--- config.mk ---
export PLATFORM = sky130hd
export DESIGN_NAME = cetl_logger
export DESIGN_NICKNAME = d
export VERILOG_FILES = /design/src/logic/cetl_pkg.sv /design/src/logic/cetl_bank.sv /design/src/logic/cetl_logger.sv
export SDC_FILE = /design/constraint.sdc
export NUM_CORES = 1
export LEC_CHECK = 0
export ABC_AREA = 1
export ABC_CLOCK_PERIOD_IN_PS = 2800
export BUFFER_PORTS_ARGS = -buffer_cell sky130_fd_sc_hd__buf_2
export CAP_MARGIN = 20
export CORE_UTILIZATION = 35
export DETAILED_ROUTE_END_ITERATION = 6
export PLACE_DENSITY = 0.52
export SLEW_MARGIN = 20
export SYNTH_ARGS = -nofsm -noshare
export SYNTH_HDL_FRONTEND = slang
export SYNTH_SLANG_ARGS = --single-unit
export TNS_END_PERCENT = 50
--- constraint.sdc ---
create_clock -name sys_clk -period 2.8 [get_ports sys_clk]
set_clock_uncertainty 0.1 [all_clocks]
set_input_delay 0.14 -clock sys_clk [delete_from_list [all_inputs] [get_ports sys_clk]]
set_output_delay 0.14 -clock sys_clk [all_outputs]
set_load 0.02 [all_outputs]
--- src/logic/cetl_pkg.sv ---
/*
  Package for the corrected error threshold logger: register offsets,
  field positions, reset values, error codes and field widths.
  Assumes an AXI4-Lite slave with 32-bit data and one word per register.
*/
package cetl_pkg;

  // Register byte offsets
  localparam logic [7:0] OFS_CAP       = 8'h00;
  localparam logic [7:0] OFS_FEATURE   = 8'h04;
  localparam logic [7:0] OFS_CTRL4     = 8'h08;
  localparam logic [7:0] OFS_LVT       = 8'h0c;
  localparam logic [7:0] OFS_BANK_BASE = 8'h40;
  localparam logic [7:0] OFS_BANK_STEP = 8'h10;
  // Word positions inside one bank window
  localparam logic [1:0] BW_THRESH = 2'h0;
  localparam logic [1:0] BW_ENABLE = 2'h1;
  localparam logic [1:0] BW_STAT_L = 2'h2;
  localparam logic [1:0] BW_STAT_H = 2'h3;

  // Field positions
  localparam int FEAT_ARCH_BIT   = 14;
  localparam int FEAT_EXC_BIT    = 7;
  localparam int CTRL4_EXC_BIT   = 6;
  localparam int THR_SIG_BIT     = 30;
  localparam int LVT_MASK_BIT    = 16;
  localparam int STAT_VALID_HI   = 31;  // Bit 63 of the 64-bit status
  localparam int STAT_CNT_LO_HI  = 6;   // Count bits 52:38 sit at 20:6 of high word
  localparam int CNT_W           = 15;
  localparam int CODE_W          = 16;
  localparam int EXC_VECTOR      = 18;

  // Reset values
  localparam logic [31:0] LVT_RST    = 32'h0001_0000;
  localparam logic [31:0] CTRL4_RST  = 32'h0000_0000;
  localparam logic [15:0] THRESH_RST = 16'h0000;

  // Simple error codes
  localparam logic [15:0] CODE_NONE      = 16'h0000;
  localparam logic [15:0] CODE_UNCLASS   = 16'h0001;
  localparam logic [15:0] CODE_UCODE_PAR = 16'h0002;
  localparam logic [15:0] CODE_EXTERNAL  = 16'h0003;
  localparam logic [15:0] CODE_REDUND    = 16'h0004;
  localparam logic [15:0] CODE_INT_PAR   = 16'h0005;
  localparam logic [15:0] CODE_TIMER     = 16'h0400;
  localparam logic [5:0]  CODE_INT_PFX   = 6'h01;

  typedef enum logic [2:0] {
    CETL_SRC_UNCLASS,
    CETL_SRC_UCODE_PAR,
    CETL_SRC_EXTERNAL,
    CETL_SRC_REDUND,
    CETL_SRC_INT_PAR,
    CETL_SRC_TIMER,
    CETL_SRC_INTERNAL
  } cetl_src_t;

endpackage

--- src/logic/cetl_bank.sv ---
/*
  One error-reporting bank: threshold control, error enable, status with
  code, model code, corrected count and valid flag.
  Assumes register writes come one cycle wide from the bus slave.
*/
module cetl_bank #(
  parameter int THR_BITS = 15
) (
  input  wire logic        sys_clk,
  input  wire logic        arst_n,
  input  wire logic        corrected_error_interrupt_cap,
  input  wire logic        wr_thr,
  input  wire logic        wr_en,
  input  wire logic        wr_stl,
  input  wire logic        wr_sth,
  input  wire logic [31:0] wdata,
  input  wire logic        err_evt,
  input  wire logic        err_corr,
  input  wire logic [15:0] err_code,
  input  wire logic [15:0] err_model,
  output logic      [31:0] thr_rd,
  output logic      [31:0] en_rd,
  output logic      [31:0] stl_rd,
  output logic      [31:0] sth_rd,
  output logic             corrected_error_interrupt_req
);

  logic [15:0] thresh_r;
  logic        sig_en_r;
  logic [31:0] enable_r;
  logic [15:0] code_r;
  logic [15:0] model_r;
  logic [cetl_pkg::CNT_W-1:0] count_r;
  logic        valid_r;
  logic        corrected_error_interrupt_req_r;

  // Compare only the implemented threshold bits
  localparam logic [15:0] THR_MASK = 16'((32'h1 << THR_BITS) - 32'h1);
  wire  [15:0] thr_eff   = thresh_r & THR_MASK;
  wire  [cetl_pkg::CNT_W-1:0] cnt_inc = count_r + 15'h0001;
  wire         log_ok    = err_evt & (err_corr | (|enable_r));
  wire         corr_hit  = log_ok & err_corr;
  wire         hit_thr   = corr_hit & sig_en_r & (thr_eff != 16'h0000)
                           & ({1'b0, cnt_inc} >= thr_eff);

  // Threshold control and error enable
  always_ff @(posedge sys_clk or negedge arst_n)
  begin
    if (!arst_n)
    begin
      thresh_r <= cetl_pkg::THRESH_RST;
      sig_en_r <= 1'b0;
      enable_r <= 32'h0000_0000;
    end
    else
    begin
      if (wr_thr)
      begin
        thresh_r <= wdata[15:0];
        sig_en_r <= wdata[cetl_pkg::THR_SIG_BIT] & corrected_error_interrupt_cap;
      end
      if (wr_en)
        enable_r <= wdata;
    end
  end

  // Status logging; hardware event wins over software write
  always_ff @(posedge sys_clk or negedge arst_n)
  begin
    if (!arst_n)
    begin
      code_r     <= cetl_pkg::CODE_NONE;
      model_r    <= 16'h0000;
      count_r    <= '0;
      valid_r    <= 1'b0;
      corrected_error_interrupt_req_r <= 1'b0;
    end
    else
    begin
      corrected_error_interrupt_req_r <= hit_thr;
      if (log_ok)
      begin
        code_r  <= err_code;
        model_r <= err_model;
        valid_r <= 1'b1;
        if (corr_hit)
          count_r <= hit_thr ? '0 : cnt_inc;
      end
      else
      begin
        if (wr_stl)
        begin
          code_r  <= wdata[15:0];
          model_r <= wdata[31:16];
        end
        if (wr_sth)
        begin
          count_r <= wdata[cetl_pkg::STAT_CNT_LO_HI +: cetl_pkg::CNT_W];
          valid_r <= wdata[cetl_pkg::STAT_VALID_HI];
        end
      end
    end
  end

  // Readback; max-value probe returns the implemented mask
  assign thr_rd   = {1'b0, sig_en_r, 14'h0000, thr_eff};
  assign en_rd    = enable_r;
  assign stl_rd   = {model_r, code_r};
  assign sth_rd   = {valid_r, 10'h000, count_r, 6'h00};
  assign corrected_error_interrupt_req = corrected_error_interrupt_req_r;

  chk_single_hit_pulse : assert property (@(posedge sys_clk) disable iff (!arst_n)
    hit_thr |=> corrected_error_interrupt_req && (count_r == '0)) else $error("threshold hit lost");
  chk_thr_one : assert property (@(posedge sys_clk) disable iff (!arst_n)
    (corr_hit && sig_en_r && thr_eff == 16'h0001) |=> corrected_error_interrupt_req) else $error("thr one missed");
  chk_valid_set : assert property (@(posedge sys_clk) disable iff (!arst_n)
    log_ok |=> valid_r && code_r == $past(err_code)) else $error("log not stored");
  chk_sig_cap : assert property (@(posedge sys_clk) disable iff (!arst_n)
    !corrected_error_interrupt_cap |-> !sig_en_r) else $error("signal bit without capability");

endmodule

--- src/logic/cetl_logger.sv ---
/*
  Top of the corrected error threshold logger: AXI4-Lite register slave,
  a generated row of error banks, error code encoding, check exception
  gating and the masked corrected-error interrupt.
  Assumes error sources are one-cycle pulses on sys_clk; the bus init pin
  and strap pin are asynchronous and synchronised here.
*/
// Our own choices: the placing of the registers and the AXI4-Lite interface to the registers.
module cetl_logger #(
  parameter int          NUM_BANKS = 4,
  parameter int          THR_BITS  = 15,
  parameter logic [31:0] CORRECTED_ERROR_INTERRUPT_CAPS = 32'hffff_fffe
) (
  input  wire logic                 sys_clk,
  input  wire logic                 arst_n,
  // AXI4-Lite slave
  input  wire logic [7:0]           s_axi_awaddr,
  input  wire logic                 s_axi_awvalid,
  output logic                      s_axi_awready,
  input  wire logic [31:0]          s_axi_wdata,
  input  wire logic [3:0]           s_axi_wstrb,
  input  wire logic                 s_axi_wvalid,
  output logic                      s_axi_wready,
  output logic [1:0]                s_axi_bresp,
  output logic                      s_axi_bvalid,
  input  wire logic                 s_axi_bready,
  input  wire logic [7:0]           s_axi_araddr,
  input  wire logic                 s_axi_arvalid,
  output logic                      s_axi_arready,
  output logic [31:0]               s_axi_rdata,
  output logic [1:0]                s_axi_rresp,
  output logic                      s_axi_rvalid,
  input  wire logic                 s_axi_rready,
  // Error detection side
  input  wire logic                 err_valid,
  input  wire logic                 err_corrected,
  input  wire logic [2:0]           err_source,
  input  wire logic [9:0]           err_detail,
  input  wire logic [15:0]          err_model,
  input  wire logic [$clog2(NUM_BANKS)-1:0] err_bank,
  input  wire logic                 bus_init_input,
  input  wire logic                 bus_init_strap,
  // Results
  output logic                      check_exception,
  output logic [7:0]                check_vector,
  output logic                      corrected_error_interrupt
);

  localparam int BW = $clog2(NUM_BANKS);

  // Synchronisers for asynchronous pins
  logic [1:0] bus_init_input_sync_r;
  logic [1:0] strap_sync_r;
  logic       strap_seen_r;
  logic       bus_init_input_dly_r;
  logic       exc_r;
  logic [31:0] ctrl4_r;
  logic [31:0] lvt_r;

  always_ff @(posedge sys_clk or negedge arst_n)
  begin
    if (!arst_n)
    begin
      bus_init_input_sync_r <= 2'h0;
      strap_sync_r <= 2'h0;
    end
    else
    begin
      bus_init_input_sync_r <= {bus_init_input_sync_r[0], bus_init_input};
      strap_sync_r <= {strap_sync_r[0], bus_init_strap};
    end
  end

  // Strap caught once, after the synchroniser has refilled since reset
  logic [2:0] strap_fill_r;
  always_ff @(posedge sys_clk or negedge arst_n)
  begin
    if (!arst_n)
    begin
      strap_fill_r <= 3'h0;
      strap_seen_r <= 1'b0;
    end
    else
    begin
      strap_fill_r <= {strap_fill_r[1:0], 1'b1};
      if (strap_fill_r == 3'h3)
        strap_seen_r <= strap_sync_r[1];
    end
  end

  // Error code encoding from source class
  cetl_pkg::cetl_src_t src;
  assign src = cetl_pkg::cetl_src_t'(err_source);
  logic [15:0] code_enc;
  always_comb
  begin
    case (src)
      cetl_pkg::CETL_SRC_UNCLASS:   code_enc = cetl_pkg::CODE_UNCLASS;
      cetl_pkg::CETL_SRC_UCODE_PAR: code_enc = cetl_pkg::CODE_UCODE_PAR;
      cetl_pkg::CETL_SRC_EXTERNAL:  code_enc = cetl_pkg::CODE_EXTERNAL;
      cetl_pkg::CETL_SRC_REDUND:    code_enc = cetl_pkg::CODE_REDUND;
      cetl_pkg::CETL_SRC_INT_PAR:   code_enc = cetl_pkg::CODE_INT_PAR;
      cetl_pkg::CETL_SRC_TIMER:     code_enc = cetl_pkg::CODE_TIMER;
      cetl_pkg::CETL_SRC_INTERNAL:  code_enc = {cetl_pkg::CODE_INT_PFX,
                                       (err_detail == 10'h000) ? 10'h001 : err_detail};
      default:                      code_enc = cetl_pkg::CODE_UNCLASS;
    endcase
  end

  // Bus init edge logs an external error into bank 0
  wire bus_init_input_rise = bus_init_input_sync_r[1] & ~bus_init_input_dly_r;
  wire exc_en     = ctrl4_r[cetl_pkg::CTRL4_EXC_BIT];

  // AXI4-Lite write path: address and data taken in either order
  logic        aw_have_r;
  logic        w_have_r;
  logic [7:0]  awaddr_r;
  logic [31:0] wdata_r;
  logic        bvalid_r;
  logic [1:0]  bresp_r;
  logic        rvalid_r;
  logic [31:0] rdata_r;
  logic [1:0]  rresp_r;
  logic        wr_hit;

  assign s_axi_awready = ~aw_have_r & ~bvalid_r;
  assign s_axi_wready  = ~w_have_r & ~bvalid_r;
  wire   wr_go         = aw_have_r & w_have_r & ~bvalid_r;
  wire   wr_full       = &s_axi_wstrb;

  always_ff @(posedge sys_clk or negedge arst_n)
  begin
    if (!arst_n)
    begin
      aw_have_r <= 1'b0;
      w_have_r  <= 1'b0;
      awaddr_r  <= 8'h00;
      wdata_r   <= 32'h0000_0000;
      bvalid_r  <= 1'b0;
      bresp_r   <= 2'h0;
    end
    else
    begin
      if (s_axi_awvalid && s_axi_awready)
      begin
        aw_have_r <= 1'b1;
        awaddr_r  <= s_axi_awaddr;
      end
      if (s_axi_wvalid && s_axi_wready)
      begin
        w_have_r <= 1'b1;
        wdata_r  <= s_axi_wdata;
      end
      if (wr_go)
      begin
        aw_have_r <= 1'b0;
        w_have_r  <= 1'b0;
        bvalid_r  <= 1'b1;
        bresp_r   <= wr_hit ? 2'h0 : 2'h2;
      end
      else if (bvalid_r && s_axi_bready)
        bvalid_r <= 1'b0;
    end
  end

  // Write decode; partial strobes are ignored
  wire       wr_bank_area = (awaddr_r >= cetl_pkg::OFS_BANK_BASE);
  wire [7:0] wr_rel       = awaddr_r - cetl_pkg::OFS_BANK_BASE;
  wire [BW-1:0] wr_bidx   = wr_rel[4 +: BW];
  wire [1:0] wr_word      = wr_rel[3:2];
  wire       wr_bank_ok   = wr_bank_area && ({24'h0, wr_rel} < 32'(NUM_BANKS * 16));
  wire       wr_ctrl4     = wr_go & wr_full & (awaddr_r == cetl_pkg::OFS_CTRL4);
  wire       wr_lvt       = wr_go & wr_full & (awaddr_r == cetl_pkg::OFS_LVT);
  assign wr_hit           = (awaddr_r == cetl_pkg::OFS_CTRL4) | (awaddr_r == cetl_pkg::OFS_LVT) | wr_bank_ok;

  // Control register four and interrupt entry
  always_ff @(posedge sys_clk or negedge arst_n)
  begin
    if (!arst_n)
    begin
      ctrl4_r     <= cetl_pkg::CTRL4_RST;
      lvt_r       <= cetl_pkg::LVT_RST;
      bus_init_input_dly_r <= 1'b0;
      exc_r       <= 1'b0;
    end
    else
    begin
      if (wr_ctrl4)
        ctrl4_r <= wdata_r;
      if (wr_lvt)
        lvt_r <= wdata_r;
      bus_init_input_dly_r <= bus_init_input_sync_r[1];
      exc_r       <= bus_init_input_rise & strap_seen_r & exc_en;
    end
  end

  // Bank row
  logic [31:0] thr_rd [NUM_BANKS];
  logic [31:0] en_rd  [NUM_BANKS];
  logic [31:0] stl_rd [NUM_BANKS];
  logic [31:0] sth_rd [NUM_BANKS];
  logic [NUM_BANKS-1:0] corrected_error_interrupt_req;

  genvar gi;
  generate
    for (gi = 0; gi < NUM_BANKS; gi++)
    begin : g_bank
      wire sel   = wr_go & wr_full & wr_bank_ok & (wr_bidx == BW'(gi));
      wire hw    = (err_valid & (err_bank == BW'(gi))) | ((gi == 0) & bus_init_input_rise);
      wire [15:0] hw_code = (err_valid & (err_bank == BW'(gi))) ? code_enc : cetl_pkg::CODE_EXTERNAL;
      cetl_bank #(
        .THR_BITS (THR_BITS)
      ) u_bank (
        .sys_clk   (sys_clk),
        .arst_n    (arst_n),
        .corrected_error_interrupt_cap  (CORRECTED_ERROR_INTERRUPT_CAPS[gi]),
        .wr_thr    (sel & (wr_word == cetl_pkg::BW_THRESH)),
        .wr_en     (sel & (wr_word == cetl_pkg::BW_ENABLE)),
        .wr_stl    (sel & (wr_word == cetl_pkg::BW_STAT_L)),
        .wr_sth    (sel & (wr_word == cetl_pkg::BW_STAT_H)),
        .wdata     (wdata_r),
        .err_evt   (hw),
        .err_corr  (err_valid & err_corrected & (err_bank == BW'(gi))),
        .err_code  (hw_code),
        .err_model (err_model),
        .thr_rd    (thr_rd[gi]),
        .en_rd     (en_rd[gi]),
        .stl_rd    (stl_rd[gi]),
        .sth_rd    (sth_rd[gi]),
        .corrected_error_interrupt_req  (corrected_error_interrupt_req[gi])
      );
    end
  endgenerate

  // Read decode
  wire       rd_bank_area = (s_axi_araddr >= cetl_pkg::OFS_BANK_BASE);
  wire [7:0] rd_rel       = s_axi_araddr - cetl_pkg::OFS_BANK_BASE;
  wire [BW-1:0] rd_bidx   = rd_rel[4 +: BW];
  wire       rd_bank_ok   = rd_bank_area && ({24'h0, rd_rel} < 32'(NUM_BANKS * 16));
  wire [31:0] cap_word    = {24'h0, 8'(NUM_BANKS)};
  wire [31:0] feat_word   = (32'h1 << cetl_pkg::FEAT_ARCH_BIT)
                          | (32'h1 << cetl_pkg::FEAT_EXC_BIT);
  wire [31:0] bank_word   = (rd_rel[3:2] == cetl_pkg::BW_THRESH) ? thr_rd[rd_bidx] :
                            (rd_rel[3:2] == cetl_pkg::BW_ENABLE) ? en_rd[rd_bidx]  :
                            (rd_rel[3:2] == cetl_pkg::BW_STAT_L) ? stl_rd[rd_bidx] : sth_rd[rd_bidx];
  logic [31:0] rd_mux;
  logic        rd_ok;
  always_comb
  begin
    rd_ok = 1'b1;
    case (s_axi_araddr)
      cetl_pkg::OFS_CAP:     rd_mux = cap_word;
      cetl_pkg::OFS_FEATURE: rd_mux = feat_word;
      cetl_pkg::OFS_CTRL4:   rd_mux = ctrl4_r;
      cetl_pkg::OFS_LVT:     rd_mux = lvt_r;
      default:
      begin
        rd_mux = rd_bank_ok ? bank_word : 32'h0000_0000;
        rd_ok  = rd_bank_ok;
      end
    endcase
  end

  // AXI4-Lite read path
  assign s_axi_arready = ~rvalid_r;
  always_ff @(posedge sys_clk or negedge arst_n)
  begin
    if (!arst_n)
    begin
      rvalid_r <= 1'b0;
      rdata_r  <= 32'h0000_0000;
      rresp_r  <= 2'h0;
    end
    else if (s_axi_arvalid && s_axi_arready)
    begin
      rvalid_r <= 1'b1;
      rdata_r  <= rd_mux;
      rresp_r  <= rd_ok ? 2'h0 : 2'h2;
    end
    else if (rvalid_r && s_axi_rready)
      rvalid_r <= 1'b0;
  end

  // Outputs
  assign s_axi_bvalid    = bvalid_r;
  assign s_axi_bresp     = bresp_r;
  assign s_axi_rvalid    = rvalid_r;
  assign s_axi_rdata     = rdata_r;
  assign s_axi_rresp     = rresp_r;
  assign check_exception = exc_r;
  assign check_vector    = 8'(cetl_pkg::EXC_VECTOR);
  assign corrected_error_interrupt = (|corrected_error_interrupt_req) & ~lvt_r[cetl_pkg::LVT_MASK_BIT];

  chk_exc_gate : assert property (@(posedge sys_clk) disable iff (!arst_n)
    check_exception |-> $past(strap_seen_r) && $past(exc_en)) else $error("exception not gated");
  chk_lvt_mask : assert property (@(posedge sys_clk) disable iff (!arst_n)
    lvt_r[cetl_pkg::LVT_MASK_BIT] |-> !corrected_error_interrupt) else $error("masked irq seen");
  chk_write_resp : assert property (@(posedge sys_clk) disable iff (!arst_n)
    wr_go |=> s_axi_bvalid) else $error("no write response");
  chk_feat_bits : assert property (@(posedge sys_clk) disable iff (!arst_n)
    feat_word[14] && feat_word[7]) else $error("feature flags wrong");

endmodule

Word level (Yosys, flattened, before mapping)
Cells that the tools add are included.
Storage, ports and cells
  register bits after elaboration: 540
  bits of input ports: 94
  word-level logic and storage cells: 272
Cells by class
  add/sub/neg operators: 6
  $lt $le $gt $ge: 8
  equal/unequal tests: 27
  muxes and demuxes: 73
  bitwise gates (word level): 72
  reductions and logical operators: 39
Operators with widths (number)
  $mux 32: 12
  $mux 16: 20
  $bmux 32 s2: 4
  $mux 15: 15
  $pmux 32 s4: 1
  $reduce_or 32->1: 4
  $pmux 11 s6: 1
  $add 15x1->15 const B: 4
  $and 1x1->1: 58
  $reduce_bool 16->1: 3
  $ge 15x15->1: 3
  $eq 8x4->1 const B: 4
  $reduce_bool 2->1: 12
  $mux 1: 17
  $ge 8x7->1 const B: 2
  $lt 8x7->1 const B: 2
  $sub 8x7->8 const B: 2
  $eq 2x2->1 const B: 7
  $logic_not 10->1: 1
  $mux 10: 1
  $eq 3x2->1 const B: 3
  $eq 3x3->1 const B: 3
  $eq 2x1->1 const B: 4
  $eq 8x3->1 const B: 1
  other kinds (14): 41

Logic depth before layout (Yosys ltp)
Gate-level depths: netlist (run 1).
  depth in word-level cells: 11
  depth in mapped cells: 21

Hierarchy
A second synthesis (run 1) with hierarchy kept.
Unflattened totals
  cell total of the unflattened synthesis: 5151
  area total of the unflattened synthesis: 34838.4 µm²
Modules (own cells, without submodules)
  cetl_bank: times used 4, cells an instance 707, area an instance 5449.0 µm²
  cetl_logger: times used 1, cells an instance 2323, area an instance 13042.5 µm²

Least setup slack after synthesis (run 1)
OpenSTA, ideal clock, no wires.
  path kind: reg-to-reg
  start point: register g_bank[2].u_bank.count_r[0] in the netlist's numbering
  end point: register g_bank[2].u_bank.count_r[10] in the netlist's numbering
  library setup time: 0.117 ns
  arrival: 2.527 ns
  slack: 0.056 ns
  cell stages (with the launch flop): 21
  period minus slack after synthesis: 2.744 ns
  path through: dfrtp_1 > ha_1 > nand3_1 > nor2_1 > nand2_1 > nor2_1 > nand2_1 > nand2_1 > inv_1 > ha_1 > nand2_1 > nor2_1 > nor3b_1 > nand2_1 > nand3_1 > nand2_1 > clkbuf_1 > nand2_1 > nand2_1 > nand2_1 > nand2_1
On the way
  cells in the longest elaborated chain, start to end: 6
RTL lines
  start: declaration: line cetl_bank.sv:33  | logic [cetl_pkg::CNT_W-1:0] count_r;
  start signal: assignment: line cetl_bank.sv:87  | count_r <= hit_thr ? '0 : cnt_inc;
  start signal: assignment: line cetl_bank.sv:98  | count_r <= wdata[cetl_pkg::STAT_CNT_LO_HI +: cetl_pkg::CNT_W];
  $add 15x1->15 (*): line cetl_bank.sv:40  | wire [cetl_pkg::CNT_W-1:0] cnt_inc = count_r + 15'h0001;
  $ge 15x15->1: line cetl_bank.sv:44  | & ({1'b0, cnt_inc} >= thr_eff);
  $and 1x1->1: line cetl_bank.sv:44
  $mux 15 (*): line cetl_bank.sv:87
  $mux 15 (*): line cetl_bank.sv:86  | if (corr_hit)
  $mux 15 (*): line cetl_bank.sv:81  | if (log_ok)
Every way passes the cells marked *; elsewhere a longest branch is shown, timed or not. The select of a mux whose other input is x is not followed.
A chain may end at the register's enable or synchronous reset.

Worst setup path after layout (run 1)
  start point: register g_bank[3].u_bank.count_r[8] in the netlist's numbering
  end point: register g_bank[3].u_bank.corrected_error_interrupt_req_r
On the way
  cells in the longest elaborated chain, start to end: 3
RTL lines
  start: declaration: line cetl_bank.sv:33
  start signal: assignment: line cetl_bank.sv:87
  start signal: assignment: line cetl_bank.sv:98
  $add 15x1->15: line cetl_bank.sv:40
  $ge 15x15->1: line cetl_bank.sv:44
  $and 1x1->1: line cetl_bank.sv:44
  net g_bank[3].u_bank.hit_thr: line cetl_bank.sv:43  | wire hit_thr = corr_hit & sig_en_r & (thr_eff != 16'h0000)
  end signal: assignment: line cetl_bank.sv:80  | corrected_error_interrupt_req_r <= hit_thr;
  end: declaration: line cetl_bank.sv:35  | logic corrected_error_interrupt_req_r;
The timed path passes the listed nets, and every way through them passes these cells.

==> results of run 1 <==
-- worst reg2reg max path: cells and delay by family (launching register included) --
kind | cells | cell delay (ns)
AO/OA/AOI/OAI | 1 | 0.12
buffers and inverters | 5 | 0.47
AND/OR/NAND/NOR | 8 | 0.99
adder cells (fa/ha/maj) | 1 | 0.33
XOR/XNOR | 1 | 0.15
flip-flops | 1 | 0.48
-- synth_stat cells (12+ instances only) --
library cell / number / area share [%]
o21ai_1: 41 / 0.70
buf_4: 19 / 0.49
a21oi_1: 149 / 2.5
o21ai_0: 438 / 7.5
o211ai_1: 75 / 1.9
nand2_1: 1197 / 15
ha_1: 49 / 2.1
nor2_1: 393 / 5.0
o22ai_1: 30 / 0.64
buf_1: 12 / 0.15
clkbuf_1: 129 / 1.7
xor2_1: 22 / 0.66
nand4_1: 34 / 0.73
nand2_2: 12 / 0.26
nor3_1: 32 / 0.55
dfrtp_1: 537 / 46
buf_2: 78 / 1.3
inv_1: 296 / 3.8
nand3_1: 350 / 6.0
-- cells in the final DEF, fill, tap and decap left out, types with 5 or more instances in the layout --
master	netlist	final
a21oi_1	149	143
a21oi_2	1	7
a31oi_1	7	7
buf_12	0	23
buf_2	78	131
buf_4	19	160
clkbuf_1	129	23
clkbuf_16	0	70
clkbuf_8	0	12
clkinv_2	0	6
conb_1	2	11
dfrtp_1	537	529
dfrtp_2	0	8
dlygate4sd3_1	0	80
ha_1	49	29
ha_4	0	18
inv_1	296	283
inv_2	9	21
nand2_1	1197	1162
nand2_2	12	42
nand2_4	2	7
nand3_1	350	336
nand3_2	3	15
nand3b_1	8	8
nand4_1	34	34
nor2_1	393	375
nor2_2	8	17
nor2_4	1	10
nor3_1	32	23
nor3_2	2	8
nor3_4	2	5
o211ai_1	75	75
o21ai_0	438	432
o21ai_1	41	44
o22a_1	6	6
o22ai_1	30	30
xnor2_1	6	5
xor2_1	22	14
xor2_2	0	8
-- power breakdown --
part           switching, W  internal, W
clock network       0.00375      0.00520
logic               0.00715      0.00348
registers           0.00170      0.00945
total                0.0126       0.0181
-- cell type report --
cell class	instances	area share [%]
multi-input combinational	2913	40.0
sequential	538	37.7
timing repair buffer	400	9.04
clock buffer	102	5.39
tap	1070	3.74
inverter	306	3.23
clock inverter	19	0.913
antenna	2	0.0140
-- layer usage --
| metal | wire length, microns | up-vias | global-route usage (%) |
|---|---|---|---|
| met5 | 41 | - | 0 |
| met4 | 4720 | 6 | 10.6 |
| li1 | - | 13470 | - |
| met2 | 53700 | 942 | 43.7 |
| met3 | 7030 | 214 | 3.95 |
| met1 | 50000 | 13373 | 36.4 |
-- worst paths after layout --
check	startpoint	end	slack [ns]	depth (start not counted)
min	arst_n	g_bank[1].u_bank.count_r[12]$_DFFE_PN0P_	-0.02	2
max in group asynchronous	arst_n	g_bank[0].u_bank.thresh_r[10]$_DFFE_PN0P_	1.74	3
min reg2reg	strap_sync_r[0]$_DFF_PN0_	strap_sync_r[1]$_DFF_PN0_	0.25	0
max reg2reg	g_bank[3].u_bank.count_r[8]$_DFFE_PN0P_	g_bank[3].u_bank.corrected_error_interrupt_req$_DFF_PN0_	0.06	16
max	g_bank[3].u_bank.count_r[8]$_DFFE_PN0P_	g_bank[3].u_bank.corrected_error_interrupt_req$_DFF_PN0_	0.06	16
min in group sys_clk	s_axi_wvalid	w_have_r$_DFFE_PN0P_	0.03	3
-- registers in the layout (all words and copies together), names as in the netlist, 4 cells and up --
register and count:
g_bank.u_bank.count_r 60, awaddr_r 8, wdata_r 32, ctrl4_r 32, g_bank.u_bank.en_rd 128, g_bank.u_bank.model_r 64
g_bank.u_bank.valid_r 4, g_bank.u_bank.code_r 64, s_axi_rdata 32, g_bank.u_bank.thresh_r 60, lvt_r 32
-- stage by stage --
stage	cells	cell area [sq um]	hold slack, ns	setup TNS [ns]
after floorplan	4001	29300	-0.256	0
after detailed placement	5122	31800	0.0572	-0.979
after CTS	5325	34800	0.00211	0
final	5350	35700	-0.0221	0
after global placement	5122	31800	0.0524	0
after global routing	5349	35700	0.00932	-1.64
-- logic make-up after synthesis --
logic type	after synthesis	share of synthesized area, %
XOR/XNOR	28	0.837
buffers and inverters	550	7.78
AO/OA/AOI/OAI	763	14.2
AND/OR/NAND/NOR	2059	29.0
multiplexers	3	0.115
other	2	0.0256
adder cells (fa/ha/maj)	49	2.09
flip-flops	538	46.0
-- repair_timing --
item,CTS,global route
buffers inserted,2,20
resized for setup,2,153
pin swaps,1,56
cloned,0,3
setup endpoints to repair,15,47
hold buffers,80,0
hold endpoints to repair,703,0
==> impl_results.md, run 1 <==
* Outcome: finished with violations
* Failing checks: negative hold slack
* Longest Clk Path Bufs at 3
* CP Cell Sequence: nand3_1, nor2_4, nand2_4, xnor2_2, ha_1, nand2_2, inv_2, a21oi_2, nand2_1, nor2_1, nand2_1, nand2_2, clkbuf_16, buf_4, buf_4, inv_1
* Count of pins over their slew limit at 0
* Buf/Inv on CP at 5
* Cell area after synthesis at 29300 sq um
* GRT Total Usage at 27.0%
* Largest stage delay on the critical path at 0.48 ns
* Largest net degree at the start of global routing at 77
* Clock-pin slew on the worst setup and hold paths at 0.06 ns
* Vias at 28005
* RSZ-0062 raised after global routing: true
* DIE AREA at 84900 sq um
* Total power at 0.0307 W
* Max VDD drop at 0.504 mV
* Routed WL at 115000 microns
* Min Tclk post-route at 2.74 ns
* Die width at 291 microns
* Ports at 145
* Core area at 82500 sq um
* Endpoints failing setup at 0
* Worst min-delay path class: input port to asynchronous set/reset pin
* # rows at 105
* Clock Latency Late Sink at 0.64 ns
* DRT iter0 DRCs at 2691
* TritonCTS clock tree: built
* Area growth syn-to-layout at 22.0%
* Crit-path slowest cell: dfrtp_1
* CP startpoint kind: register
* Routed WL per cell at 21.6 microns
* GRT overflow at 0
* Final Worst Setup Slack at 0.0636 ns
* Via-per-instance ratio at 5.23
* Worst rel slew slack at 37.3%
* Clk sinks at 538
* Root buffer cell: clkbuf_16
* HPWL after DPL at 83200 microns
* Critical path class: register to register
* Vias in the first global route at 26877
* Max Cap Viol at 0
* Fill count at 8503
* Ys Warns at 0
* Fin. Hold Viols at 16
* Starting Density at 35.5%
* Worst Path Max Fanout at 8
* Hold_ws at -0.0221 ns
* Yosys reg bits at 538
* Post-Syn Instances at 3992
* Drt drc at 0
* Total CTS buffers at 67
* Share of layout cells above drive strength 1 at 14.2%
* Multi-input gate area at 14300 sq um
* Final Util at 43.3%
* Commonest register cell after synthesis: dfrtp_1
* Crit path DAT at 3.16 ns
* Pre-antenna DRT Iters at 6
* Antenna Nets Post-Route at 0
* Final RePlAce weighted congestion at 1.03
* Dpl ws at -0.0840 ns
* Crit. End Element: register
* LEAKAGE at 17.1 nW
* Buffers on Ports at 134
* Slew @ Worst Pin at 0.939 ns
* Number of enable flip-flop cells after synthesis at 0
* Tcrit/Tclk final at 97.7%
* Die Y-Extent at 291 microns
* Syn Area/Cell at 7.34 sq um
* Initial antenna violation count at 5
* Asr flop ratio synth at 100%
* Synth unique cells at 52
* Req. time, crit path at 3.22 ns
* Register Area at 13500 sq um
* CTS HTree Levels at 3
* Fmax at 0.365 GHz
* Fin nets at 4369
* Power per cell area at 860 nW/um^2
* Seq/Total Area, Yosys at 46.0%
* First-pass GRT wire length at 174000 microns
* Crit-path leading delay family: simple AND/OR/NAND/NOR gates
No activity file was read; power rests on OpenSTA's default activity.
==> run 2, diff against run 1 <==
Settings changed: ABC_CLOCK_PERIOD_IN_PS 2800 to 3400, CORE_UTILIZATION 35 to 40, PLACE_DENSITY 0.52 to 0.56.
Clock period 2.8 ns to 3.4 ns, I/O delays scaled along.
==> run 2 against run 1 <==
The flow now finishes without violations. Design area down 5.2%. First-iteration DRC count up 5.1%. Final cell count down 4.4%. Register-to-register slack better by 0.36 ns. Clock power down 19%. Critical path depth up 2. Critical path type unchanged. Largest cell class unchanged. Highest routed layer unchanged.
==> impl_results.md, run 2 (same netlist as run 1, synthesis figures left out) <==
* Final RePlAce weighted congestion at 0.988
* Final Util at 47.1%
* Fin. Hold Viols at 0
* Vias in the first global route at 26767
* Min Tclk post-route at 2.97 ns
* Crit path DAT at 3.44 ns
* # rows at 98
* Via-per-instance ratio at 5.46
* Largest net degree at the start of global routing at 125
* Clock Latency Late Sink at 0.64 ns
* Fill count at 7332
* HPWL after DPL at 78300 microns
* Clock-pin slew on the worst setup and hold paths at 0.06 ns
* Number of flip-flops in the largest register at 128
* GRT overflow at 0
* Drt drc at 0
* Pre-antenna DRT Iters at 6
* Clk sinks at 538
* Ports at 145
* Die Y-Extent at 273 microns
* Setup slack, reg-to-reg at 0.43 ns
* Area growth syn-to-layout at 15.7%
* Max Cap Viol at 0
* Fin nets at 4260
* Commonest cells after routing, fill and taps aside: 1192 x nand2_1, 537 x dfrtp_1, 438 x o21ai_0, 392 x nor2_1, 350 x nand3_1
* Share of layout cells above drive strength 1 at 9.11%
* Vias at 27923
* Register Area at 13500 sq um
* CTS HTree Levels at 3
* DIE AREA at 74300 sq um
* Total CTS buffers at 66
* CP startpoint kind: register
* RSZ-0062 raised after global routing: false
* Crit. End Element: register
* Dpl ws at 0.344 ns
* First-pass GRT wire length at 168000 microns
* Die width at 273 microns
* Tcrit/Tclk final at 87.5%
* Outcome: completed
* Max VDD drop at 0.442 mV
* Worst min-delay path class: input port to register
* TritonCTS clock tree: built
* Critical path class: register to register
* Multi-input gate area at 13600 sq um
* Buffers on Ports at 134
* Worst rel slew slack at 28.7%
* Root buffer cell: clkbuf_16
* Routed WL per cell at 21.5 microns
* Commonest non-fill, non-tap cell in the layout: nand2_1
* Antenna Nets Post-Route at 0
* Longest Clk Path Bufs at 3
* Power per cell area at 714 nW/um^2
* Fmax at 0.336 GHz
* Initial antenna violation count at 3
* Worst Path Max Fanout at 16
* Endpoints failing setup at 0
* Total negative setup slack at 0 ns
* GRT Total Usage at 30.0%
* LEAKAGE at 16.4 nW
* Post-CTS repair timing setup buffer count at 0
* Core area at 72000 sq um
* Slew @ Worst Pin at 1.07 ns
* Starting Density at 40.7%
* Final Worst Setup Slack at 0.425 ns
* Count of pins over their slew limit at 0
* DRT iter0 DRCs at 2827
* Req. time, crit path at 3.87 ns
* Routed WL at 110000 microns
run 2: changes by cell type in the layout (fill, tap and decap cells not counted), sizes merged:
cell / delta
clkinv: +4
dlygate4sd3: -2
buf: -103
diode: -1
clkbuf: -15
clkinvlp: -1
inv: +2
bufinv: -1
run 2: cell type report:
type                       instances  area share, %
multi-input combinational       2913           40.2
sequential                       538           39.7
timing repair buffer             292           6.63
clock buffer                      90           5.58
tap                              950           3.51
inverter                         306           3.40
clock inverter                    23          0.956
antenna                            1        0.00738
run 2: timing repair:
item / in CTS / in global routing
resized for setup: 0 / 1
hold endpoints to repair: 577 / 0
hold buffers: 79 / 0
endpoints found under the setup margin: 0 / 14
run 2: routing by layer:
layer	vias to the layer above	global-route usage, %	wire [microns]
met1	13338	40.4	47100
met4	6	15.4	5820
met5	-	0	37
met2	1067	46.8	49800
met3	235	4.37	7430
li1	13277	-	-
run 2: worst max-delay path, cell delays in order (launching register included):
cell and delay, ns:
dfrtp_1 0.45, ha_1 0.22, nand2_1 0.09, nor2_1 0.20, nand3_1 0.12, xor2_1 0.34
ha_1 0.32, nand2_1 0.07, nand2_1 0.06, a21oi_1 0.13, nand2_1 0.06, nor2_1 0.08
nand2_1 0.06, nand2_1 0.05, buf_4 0.23, nand3_1 0.12, nand2_1 0.09, nand2_1 0.05
nand2_1 0.06
run 2: where the power goes:
part	total, W	switching [W]	leakage [nW]	internal (W)
combinational	0.00782	0.00546	8.38	0.00236
sequential	0.00916	0.00138	6.97	0.00778
clock	0.00722	0.00303	1.09	0.00419
total	0.0242	0.00988	16.4	0.0143
run 2: metrics by stage:
stage	std cells	hold WS [ns]	instance area (sq um)	power, W
floorplan	4001	-0.226	29300	0.0137
global placement	4920	-0.0263	30900	0.0168
detailed placement	4920	-0.0307	30900	0.0169
CTS	5112	0.00959	33900	0.0242
global route	5112	0.0679	33900	0.0256
finish	5113	0.0228	33900	0.0242
run 2: path summary, 6_finish.rpt:
path / depth (start not counted) / from / end
worst max register to register: 18 / g_bank[3].u_bank.count_r[0]$_DFFE_PN0P_ / g_bank[3].u_bank.count_r[11]$_DFFE_PN0P_
min in group asynchronous: 3 / arst_n / g_bank[3].u_bank.code_r[13]$_DFFE_PN0P_
worst min-delay path: 3 / s_axi_awvalid / aw_have_r$_DFFE_PN0P_
worst max-delay path: 18 / g_bank[3].u_bank.count_r[0]$_DFFE_PN0P_ / g_bank[3].u_bank.count_r[11]$_DFFE_PN0P_
worst min register to register: 0 / strap_sync_r[0]$_DFF_PN0_ / strap_sync_r[1]$_DFF_PN0_
max in group asynchronous: 4 / arst_n / s_axi_rdata[14]$_DFFE_PN0P_
